[src/design/hspc_pkg.sv]
package hspc_pkg;
  // ****************************************
  // timing constants
  // ****************************************
  localparam int CLK_HZ = 40000000;  // core clock rate
  localparam int SW_DELAY_US = 300;  // longest software output delay
  // longest time rounds down, never below one cycle
  localparam int SW_DELAY_CYC_RAW = (SW_DELAY_US * (CLK_HZ / 1000000));
  localparam int SW_DELAY_CYC = (SW_DELAY_CYC_RAW < 1) ? 1 : SW_DELAY_CYC_RAW;
  localparam int INHIBIT_US = 100;  // least inhibit hold time at the pin
  localparam int INHIBIT_CYC = INHIBIT_US * (CLK_HZ / 1000000);
  // ****************************************
  // reset values
  // ****************************************
  localparam logic [31:0] COUNT_RST = 32'h0000_0000;  // present value after reset
  localparam logic [15:0] LIMIT_RST = 16'hffff;       // 16-bit limit constant, not used; the 16-bit mode limit comes from buffer words two and three
  // ****************************************
  // modes
  // ****************************************
  typedef enum logic [1:0] {
    HSPC_DIR_HW = 2'b01,  // direction from phase a pin
    HSPC_DIR_SW = 2'b10   // direction from buffer word one
  } hspc_dir_t;
endpackage

[src/design/hspc_sync.sv]
`timescale 1ns/1ps
`default_nettype none
// ****************************************
// two-flop synchroniser for pin inputs
// ****************************************
module hspc_sync import hspc_pkg::*; #(
  parameter int WIDTH = 4
) (
  input wire logic clk_in,
  input wire logic rst_in,
  input wire logic [WIDTH-1:0] async_in,
  output logic [WIDTH-1:0] sync_out
);
  logic [WIDTH-1:0] meta_reg;  // first stage, read only by second stage
  logic [WIDTH-1:0] meta_next;
  logic [WIDTH-1:0] sync_reg;  // second stage
  logic [WIDTH-1:0] sync_next;

  // a synchroniser needs at least one bit to carry
  if (WIDTH < 1) begin : g_bad_width
    $error("synchroniser width below one");
  end

  // next values of both stages
  always_comb begin
    meta_next = async_in;
    sync_next = meta_reg;
  end

  // register both stages
  always_ff @(posedge clk_in or posedge rst_in) begin
    if (rst_in) begin
      meta_reg <= '0;
      sync_reg <= '0;
    end else begin
      meta_reg <= meta_next;
      sync_reg <= sync_next;
    end
  end

  assign sync_out = sync_reg;
endmodule
`default_nettype wire

[src/design/hspc_counter.sv]
// Contract
// direction source picked by configuration
// hardware direction follows phase a level
// software direction follows buffer word one
// 32-bit mode keeps full signed range
// 16-bit mode counts zero to limit
// hardware match output driven directly by logic
// software match output within 300 us
// source holds inhibit at least 100 us
// match sets output, reset command clears
// inhibit freezes present value; a preset edge still loads the preset value while inhibited
`timescale 1ns/1ps
`default_nettype none
module hspc_counter import hspc_pkg::*; #(
  parameter int SW_DELAY = SW_DELAY_CYC  // cycles before software output follows
) (
  input wire logic clk_in,
  input wire logic rst_in,
  input wire logic phase_a_in,               // direction pin in hardware direction mode
  input wire logic phase_b_in,               // count pulse pin, rising edge counts
  input wire logic preset_in,                // load preset value
  input wire logic inhibit_in,               // count inhibit pin
  input wire logic dir_sel_sw_in,            // 1 selects software direction
  input wire logic width16_in,               // 1 selects 16-bit unsigned mode
  input wire logic [15:0] buffer_memory_word1_in,  // software direction word
  input wire logic [15:0] buffer_memory_word2_in,  // limit low half
  input wire logic [15:0] buffer_memory_word3_in,  // limit high half
  input wire logic [31:0] preset_value_in,   // value loaded on preset
  input wire logic [31:0] compare_value_in,  // match value
  input wire logic match_reset_in,           // reset command for match outputs
  output logic [31:0] count_out,             // present value
  output logic dir_down_out,                 // current direction
  output logic hardware_match_output,        // set on match
  output logic software_match_output         // delayed copy of match
);
  // ****************************************
  // elaboration check
  // ****************************************
  if (SW_DELAY < 1 || SW_DELAY > SW_DELAY_CYC) begin : g_bad_delay
    $error("software delay outside 1 to its longest value");
  end

  // ****************************************
  // pin synchronisers
  // ****************************************
  logic [3:0] pins_sync;  // b, a, preset, inhibit after two flops
  hspc_sync #(.WIDTH(4)) u_sync (
    .clk_in(clk_in),
    .rst_in(rst_in),
    .async_in({phase_b_in, phase_a_in, preset_in, inhibit_in}),
    .sync_out(pins_sync)
  );
  logic a_s, b_s, pre_s, inh_s;
  assign b_s = pins_sync[3];
  assign a_s = pins_sync[2];
  assign pre_s = pins_sync[1];
  assign inh_s = pins_sync[0];

  // ****************************************
  // counter core
  // ****************************************
  logic [31:0] count_reg, count_next;  // present value
  logic b_old_reg, b_old_next;         // previous phase b for edge detect
  logic pre_old_reg, pre_old_next;     // previous preset for edge detect
  logic hm_reg, hm_next;               // hardware match flag
  hspc_dir_t dir_mode;                 // selected direction source
  logic down;                          // count down this cycle
  logic pulse;                         // rising edge on count input
  logic [31:0] limit;                  // 16-bit mode upper limit

  // direction source and the level it yields this cycle
  always_comb begin
    dir_mode = dir_sel_sw_in ? HSPC_DIR_SW : HSPC_DIR_HW;
    unique case (dir_mode)
      HSPC_DIR_HW: down = a_s;
      HSPC_DIR_SW: down = (buffer_memory_word1_in != 16'h0000);
    endcase
  end

  // next state of the counter and match flag
  always_comb begin
    limit = {buffer_memory_word3_in, buffer_memory_word2_in};
    pulse = b_s && !b_old_reg;
    b_old_next = b_s;
    pre_old_next = pre_s;
    count_next = count_reg;
    hm_next = hm_reg;
    if (pre_s && !pre_old_reg) begin
      // preset edge loads the preset value
      count_next = preset_value_in;
    end else if (pulse && !inh_s) begin
      if (width16_in) begin
        // unsigned ring from zero to limit
        if (down) begin
          count_next = (count_reg == 32'h0000_0000) ? limit : count_reg - 32'h0000_0001;
        end else begin
          count_next = (count_reg >= limit) ? 32'h0000_0000 : count_reg + 32'h0000_0001;
        end
      end else begin
        // signed wrap across the full range
        count_next = down ? count_reg - 32'h0000_0001 : count_reg + 32'h0000_0001;
      end
    end
    if (count_reg == compare_value_in) begin
      hm_next = 1'b1;
    end else if (match_reset_in) begin
      hm_next = 1'b0;
    end
  end

  // register the counter core
  always_ff @(posedge clk_in or posedge rst_in) begin
    if (rst_in) begin
      count_reg <= COUNT_RST;
      b_old_reg <= 1'b0;
      pre_old_reg <= 1'b0;
      hm_reg <= 1'b0;
    end else begin
      count_reg <= count_next;
      b_old_reg <= b_old_next;
      pre_old_reg <= pre_old_next;
      hm_reg <= hm_next;
    end
  end

  // ****************************************
  // software match delay line
  // ****************************************
  logic [31:0] dly_reg, dly_next;  // cycles since hardware match set
  logic sm_reg, sm_next;           // software match flag

  always_comb begin
    dly_next = dly_reg;
    sm_next = sm_reg;
    if (!hm_next) begin
      // clear together with the hardware flag so software is never set without hardware
      dly_next = 32'h0000_0000;
      sm_next = 1'b0;
    end else if (dly_reg < 32'(SW_DELAY - 1)) begin
      dly_next = dly_reg + 32'h0000_0001;
    end else begin
      sm_next = 1'b1;
    end
  end

  // register the delay line
  always_ff @(posedge clk_in or posedge rst_in) begin
    if (rst_in) begin
      dly_reg <= 32'h0000_0000;
      sm_reg <= 1'b0;
    end else begin
      dly_reg <= dly_next;
      sm_reg <= sm_next;
    end
  end

  // ****************************************
  // helper logic for the delay assertion
  // ****************************************
  logic [31:0] sw_wait_reg, sw_wait_next;  // cycles with hardware match set, software not yet

  // counts while the software output lags, restarts otherwise
  always_comb begin
    sw_wait_next = 32'h0000_0000;
    if (hardware_match_output && !software_match_output) begin
      sw_wait_next = sw_wait_reg + 32'h0000_0001;
    end
  end

  // register the lag counter
  always_ff @(posedge clk_in or posedge rst_in) begin
    if (rst_in) begin
      sw_wait_reg <= 32'h0000_0000;
    end else begin
      sw_wait_reg <= sw_wait_next;
    end
  end

  // ****************************************
  // outputs
  // ****************************************
  assign count_out = count_reg;
  assign dir_down_out = down;
  assign hardware_match_output = hm_reg;
  assign software_match_output = sm_reg;

  // ****************************************
  // assertions
  // ****************************************
  // equality sets the hardware flag on the next edge
  hw_match_set_a: assert property (@(posedge clk_in) disable iff (rst_in)
    (count_reg == compare_value_in) |=> hardware_match_output)
    else $error("hardware match not set on equality");
  // only a reset command may drop the hardware flag
  hw_match_hold_a: assert property (@(posedge clk_in) disable iff (rst_in)
    (hardware_match_output && !match_reset_in) |=> hardware_match_output)
    else $error("hardware match dropped without reset");
  // software flag lags the hardware flag by a bounded count
  sw_delay_bound_a: assert property (@(posedge clk_in) disable iff (rst_in)
    (hardware_match_output && !software_match_output)
      |-> (sw_wait_reg < 32'(SW_DELAY)))
    else $error("software match too late");
  sw_follow_a: assert property (@(posedge clk_in) disable iff (rst_in)
    software_match_output |-> hardware_match_output)
    else $error("software match without hardware match");
  inhibit_hold_a: assert property (@(posedge clk_in) disable iff (rst_in)
    (inh_s && !(pre_s && !pre_old_reg)) |=> $stable(count_reg))
    else $error("count moved while inhibited");
  hw_dir_a: assert property (@(posedge clk_in) disable iff (rst_in)
    (!dir_sel_sw_in) |-> (dir_down_out == a_s))
    else $error("hardware direction wrong");
  sw_dir_a: assert property (@(posedge clk_in) disable iff (rst_in)
    dir_sel_sw_in |-> (dir_down_out == (buffer_memory_word1_in != 16'h0000)))
    else $error("software direction wrong");
  up16_wrap_a: assert property (@(posedge clk_in) disable iff (rst_in)
    (width16_in && pulse && !inh_s && !down && !(pre_s && !pre_old_reg)
      && count_reg >= limit) |=> (count_reg == 32'h0000_0000))
    else $error("16-bit count did not wrap at limit");
  up32_step_a: assert property (@(posedge clk_in) disable iff (rst_in)
    (!width16_in && pulse && !inh_s && !down && !(pre_s && !pre_old_reg))
      |=> (count_reg == $past(count_reg) + 32'h0000_0001))
    else $error("32-bit count did not step up");
  // ****************************************
  // covers of the main scenarios
  // ****************************************
  cnt_up_c: cover property (@(posedge clk_in) disable iff (rst_in) pulse && !down);
  cnt_dn_c: cover property (@(posedge clk_in) disable iff (rst_in) pulse && down);
  match_c: cover property (@(posedge clk_in) disable iff (rst_in) $rose(software_match_output));
  inhibit_c: cover property (@(posedge clk_in) disable iff (rst_in) pulse && inh_s);
endmodule
`default_nettype wire

[config.mk]
export PLATFORM = sky130hd
export DESIGN_NAME = hspc_counter
export DESIGN_NICKNAME = d
export VERILOG_FILES = /design/src/design/hspc_pkg.sv /design/src/design/hspc_sync.sv /design/src/design/hspc_counter.sv
export SDC_FILE = /design/constraint.sdc
export NUM_CORES = 1
export LEC_CHECK = 0
export BUFFER_PORTS_ARGS = -buffer_cell sky130_fd_sc_hd__buf_2
export CAP_MARGIN = 20
export CORE_MARGIN = 3
export CORE_UTILIZATION = 25
export DETAILED_ROUTE_END_ITERATION = 8
export PLACE_DENSITY_LB_ADDON = 0.25
export SLEW_MARGIN = 15
export SYNTH_ARGS = -nofsm -noshare
export SYNTH_HDL_FRONTEND = slang
export SYNTH_SLANG_ARGS = --single-unit
[constraint.sdc]
create_clock -name clk_in -period 2.75 [get_ports clk_in]
set_input_delay 0 -clock clk_in [delete_from_list [all_inputs] [get_ports clk_in]]
set_output_delay 0 -clock clk_in [all_outputs]
set_load 0.05 [all_outputs]
==> metrics, run 1 <==
wire per inst=19.5 um; Setup-failing EPs final=0; Netlist cell types=64; die area=26,700 sq um; final hold vios=0; period utilisation layout=0.970; H-Tree Depth=3; share of post-route cells with drive strength above 1=0.287; Req. time, crit path=3020 ps; total congestion overflow=0; CTS Buf Count=9; placed wire-length estimate=19.4 mm; Reg clk slew, reported paths=70 ps; total number of vias=6,612; CTS tree=done; ys async rst share=1.00; core box area=24,300 sq um; Synth-to-Final Area Change=37.7%; Synth area leaders=dfrtp_1 (31%), xor2_1 (7.6%), ha_1 (7.3%); Worst Tran Pin Value=775 ps; Multi-input gate area=3960 sq um; Avg Cell Area, Syn=8.14 sq um; WHS Path Cells=3; Commonest cells post-synth=dfrtp_1 (76), nand2_1 (73), xor2_1 (54), nor2_1 (53), clkbuf_1 (45); Post-route DRC=0; WHS=3.36 ps; Register-to-Register Path Depth=9; Post-DRT Antenna Nets=0; Layout Nets=1,144; placed cell area=7780 sq um; slowest CP cell=or4_1; fin area=8540 sq um; top cell type's share of synthesized area=0.307; Post-synth EDFFs=0; Total GRT Usage=0.191; Post-Place Setup Slack=11.3 ps; Fillers=2,591; initial DRC count=580; Met1 Wirelength=11.6 mm; max incr delay on CP=470 ps; drt total wl=25.7 mm; clk root buf=clkbuf_16; first-pass GRT wire length=39.0 mm; status=complete, no violations; unrepaired setup endpoints after global routing=false; Clk Latency, worst-skew pair=350 ps; Die X=164 um; area leader, netlist=dfrtp_1; most common cell in the netlist=dfrtp_1; clk sinks=76; Max Cap Viol=0; post-layout minimum cycle time=2670 ps; max layer used=met4; Netlist Area Pre-Place=6200 sq um; Yosys reg bits=76; fmax=375 MHz; boundary pin count=156; post-synthesis sequential area ratio=0.307; Synth Flop Type=dfrtp_1; max-slew violations=0; Max VDD drop=306 uV; vias per inst=5.02; critical path peak fanout=6; Slew Limit Headroom=0.482; DR WL met2=11.8 mm; syn nets=919; fin util=0.351; PortBufs=155; total negative setup slack=0 ps; worst setup margin=81.7 ps; leak pwr=3.85 nW; largest net degree at the start of global routing=77; metal3 WL=1.50 mm; pwr/cell area=612 nW/um^2; Register Area=1910 sq um; Syn Inst Count=762; Initial Util=0.255; number of antenna repair diodes=0; FF-to-FF setup slack=80 ps; initial antenna violation count=0; Syn. warnings=0; CP Cell Sequence=buf_4 > or4_1 > buf_4 > or3_1 > nor4bb_1 > or3_1 > o2111ai_1 > a31oi_1 > a31o_1; number of global-route vias before repair=6,578; crit path kind=reg2reg; site row count=57; Crit path arrival time=2940 ps; min-delay worst type=in2reg; Die Y=164 um; DRT Pass-1 Iters=6; type of origin of the critical path=flip-flop; maximum buffer depth of the clock tree=2; GPL Wtd Cong=0.959; crit end category=flip-flop; clock skew=11.0 ps
## where the power goes
part | internal, W | switching, W | leakage, nW
registers | 0.00124 | 0.000115 | 0.954
logic | 0.000915 | 0.00161 | 2.75
clock network | 0.000801 | 0.000539 | 0.152
## area by class of cell
class,count,area share
Sequential cell,76,0.224
Clock buffer,9,0.0264
Clock inverter,7,0.0114
Timing Repair Buffer,273,0.209
Tap cell,324,0.0475
Multi-Input combinational cell,586,0.464
Inverter,41,0.0182
## repair_timing
| action | 4_1_cts | 5_1_grt |
|---|---|---|
| buffers inserted | 0 | 2 |
| gates cloned | 0 | 0 |
| gates resized for setup | 1 | 10 |
| endpoints found under the hold margin | 107 | 0 |
| pin swaps | 0 | 4 |
| hold buffers | 38 | 0 |
| setup endpoints to repair | 1 | 24 |
## layer usage
metal / vias up / global-route usage
met5: - / 0
met4: 0 / 0.0681
met3: 46 / 0.0271
met2: 261 / 0.312
met1: 3103 / 0.258
li1: 3202 / -
## worst paths after layout
kind,startpoint,to
worst max-delay path,count_out[28],count_out[24]
worst min-delay path,preset_value_in[31],count_out[31]
worst max register to register,count_out[28],count_out[24]
worst min register to register,u_sync.meta_reg[2],u_sync.sync_out[2]
max in group asynchronous,rst_in,count_out[9]
min in group asynchronous,rst_in,software_match_output
## through the flow
| stage | total power (W) | std cells |
|---|---|---|
| CTS | 0.00523 | 1314 |
| global placement | 0.00382 | 1260 |
| detailed placement | 0.00382 | 1260 |
| floorplan | 0.00294 | 762 |
| global route | 0.00551 | 1316 |
| finish | 0.00522 | 1316 |
## logic make-up after synthesis
family,after synthesis,synth area share
compound gates,163,0.173
xor+xnor,83,0.117
fa+ha+maj,36,0.0726
buf+inv,100,0.0650
flops,76,0.307
mux,8,0.0131
simple gates,296,0.252
## cells in the final DEF (no fill, tap or decap), types with 8 or more instances in the layout
master | Yosys | routed
o211ai_1 | 26 | 26
nor2_1 | 53 | 53
dlygate4sd3_1 | 0 | 38
buf_4 | 0 | 77
dfrtp_1 | 76 | 68
dfrtp_2 | 0 | 8
xor2_1 | 54 | 54
and2_1 | 22 | 22
a31oi_1 | 13 | 13
xnor2_1 | 29 | 29
inv_1 | 40 | 38
clkbuf_16 | 0 | 9
a21oi_1 | 31 | 29
ha_1 | 36 | 36
buf_2 | 10 | 155
nand4_1 | 27 | 27
nor4_1 | 24 | 23
nor3_1 | 23 | 22
o21ai_0 | 27 | 27
o22ai_1 | 20 | 20
a22oi_1 | 10 | 10
and3_1 | 17 | 17
nand3_1 | 19 | 19
nand2_1 | 73 | 72
## critical path: cells and delay by family (launching register included)
| family | cells | cell delay, ps |
|---|---|---|
| simple gates | 4 | 1370 |
| buf+inv | 2 | 340 |
| compound gates | 3 | 490 |
| flops | 1 | 380 |
No activity file was read; power rests on OpenSTA's default activity.
==> inputs of run 2 (changes only) <==
BUFFER_PORTS_ARGS = -buffer_cell sky130_fd_sc_hd__buf_4   (was -buffer_cell sky130_fd_sc_hd__buf_2)
CELL_PAD_IN_SITES_DETAIL_PLACEMENT = 2   (was not set)
CELL_PAD_IN_SITES_GLOBAL_PLACEMENT = 2   (was not set)
==> metrics, run 2 (synthesized netlist as in run 1, its figures left out) <==
unrepaired setup endpoints after global routing=true; final hold vios=0 (unchanged); GPL Wtd Cong=0.841 (-12%); initial DRC count=307 (-47%); H-Tree Depth=3 (unchanged); max incr delay on CP=440 ps (-30 ps); die area=26,700 sq um (unchanged); Synth-to-Final Area Change=47.9%; placed wire-length estimate=22.5 mm (+16%); max-slew violations=0 (unchanged); Total Power=0.00549 W (+5.2%); CTS Buf Count=9 (unchanged); Total GRT Usage=0.221 (+0.0301); Die Y=164 um (unchanged); leak pwr=4.09 nW (+6.1%); pwr/cell area=599 nW/um^2 (-2.1%); Switch Pwr=0.00237 W (+4.9%); Post-DRT Antenna Nets=0 (unchanged); vias per inst=5.19 (+3.3%); crit path kind=reg2reg; clock skew=8.33 ps (-2.62 ps); min-delay worst type=in2reg; WP buf/inv=2 (unchanged); post-route insts no fill=1,329 (+0.99%); commonest non-fill, non-tap cell in the layout=buf_4; number of antenna repair diodes=0 (unchanged); Setup-failing EPs final=0 (unchanged); post-layout minimum cycle time=2720 ps (+49.5 ps); Clk Latency, worst-skew pair=350 ps (about the same); Initial Util=0.255 (unchanged); initial antenna violation count=0 (unchanged); Int Power=0.00312 W (+5.4%); PortBufs=155 (unchanged); Post-route DRC=0 (unchanged); worst setup margin=32.2 ps (-49.5 ps); WHS=0.505 ps (-2.86 ps); Placed Cells=1,266 (+0.48%); period utilisation layout=0.988 (+0.0180); total negative setup slack=0 ps (unchanged); Layout Nets=1,157 (+1.1%); CP Cell Sequence=inv_4 > ha_4 > nand2b_4 > a2111o_1 > a211oi_4 > o22a_1 > buf_4 > or3b_4 > o221ai_2 > o211a_1; core box area=24,300 sq um (unchanged); Reg clk slew, reported paths=60 ps (about the same); number of global-route vias before repair=7,452 (+13%); Post-Place Setup Slack=-98.4 ps (-110 ps); Comb power frac=0.520 (+0.037); type of origin of the critical path=flip-flop; boundary pin count=156 (unchanged); drt total wl=29.8 mm (+16%); share of post-route cells with drive strength above 1=0.313 (+0.0261); Clk network pwr share=0.232 (-0.025); commonest non-fill, non-tap cells in the layout=buf_4 (239), dfrtp_1 (68), nand2_1 (67); fmax=368 MHz (-1.8%); Slew Limit Headroom=0.409 (-0.0732); clk sinks=76 (unchanged); Max Cap Viol=0 (unchanged); Worst Tran Pin Value=885 ps (+111 ps); critical path peak fanout=3 (-3); site row count=57 (unchanged); DRT Pass-1 Iters=4 (-2); Die X=164 um (unchanged); CTS tree=done; wire per inst=22.5 um (+15%); Sw Share=0.432 (-0.00114); Req. time, crit path=3030 ps (about the same); cell family with most CP delay=compound AO/OA/AOI/OAI gates; total number of vias=6,899 (+4.3%); Fillers=2,716 (+4.8%); clk root buf=clkbuf_16; maximum buffer depth of the clock tree=2 (unchanged); sequential power share=0.248 (-0.012); Max VDD drop=249 uV (-19%); first-pass GRT wire length=44.9 mm (+15%); slowest CP cell=dfrtp_2; crit end category=flip-flop; total congestion overflow=0 (unchanged); Crit path arrival time=3000 ps (+60 ps); status=complete, no violations; largest net degree at the start of global routing=47 (-39%)
==> run 2: power by group through the flow <==
stage	logic, W	clock network, W	registers, W
6_report	0.00286	0.00127	0.00136
5_1_grt	0.00307	0.00137	0.00138
4_1_cts	0.00273	0.00132	0.00136
3_5_place_dp	0.00266	0	0.00138
3_3_place_gp	0.00263	0	0.00137
2_1_floorplan	0.00116	0	0.00178
==> run 2: stage by stage <==
| step | utilization | area, sq um |
|---|---|---|
| after detailed placement | 0.338 | 8230 |
| after CTS | 0.368 | 8940 |
| after global placement | 0.338 | 8230 |
| after global routing | 0.377 | 9170 |
| final | 0.377 | 9170 |
| after floorplan | - | 6250 |
==> run 2: worst paths after layout <==
path,startpoint,end,slack [ps],cells after the start
min reg2reg,u_sync.meta_reg[2],u_sync.sync_out[2],350,0
min in group asynchronous,rst_in,u_sync.meta_reg[1],380,3
max reg2reg,count_out[0],count_out[2],30,10
max in group asynchronous,rst_in,count_out[16],1680,4
max,count_out[0],count_out[2],30,10
min,preset_value_in[12],count_out[12],0.5,3
==> run 2: routing by layer <==
metal	vias to the layer above	GRT usage	part of all wire
li1	3224	-	-
met1	3479	0.283	0.43
met2	169	0.392	0.51
met3	27	0.0271	0.046
met4	0	0.0623	0.015
met5	-	0	0
==> run 2: worst reg2reg max path: stages, from the launching register on <==
cell,delay [ps]
dfrtp_2,440
inv_4,80
ha_4,200
nand2b_4,140
a2111o_1,440
a211oi_4,300
o22a_1,220
buf_4,120
or3b_4,390
o221ai_2,170
o211a_1,160
==> run 2: area by class of cell <==
cell class              count  area (sq um)  area share
multi-input cells         586          4080       0.445
repair buffers            286          2300       0.251
flip-flops and latches     76          1910       0.208
well taps                 324           405      0.0442
clock buffers              12           256      0.0280
inverters                  41           158      0.0172
clock inverters             4          56.3     0.00614
==> run 2: what timing repair did <==
item | 4_1_cts | 5_1_grt
pin swaps | 3 | 20
hold endpoints to repair | 73 | 0
endpoints found under the setup margin | 26 | 29
buffers inserted | 1 | 9
hold buffers | 37 | 0
resized for setup | 4 | 35
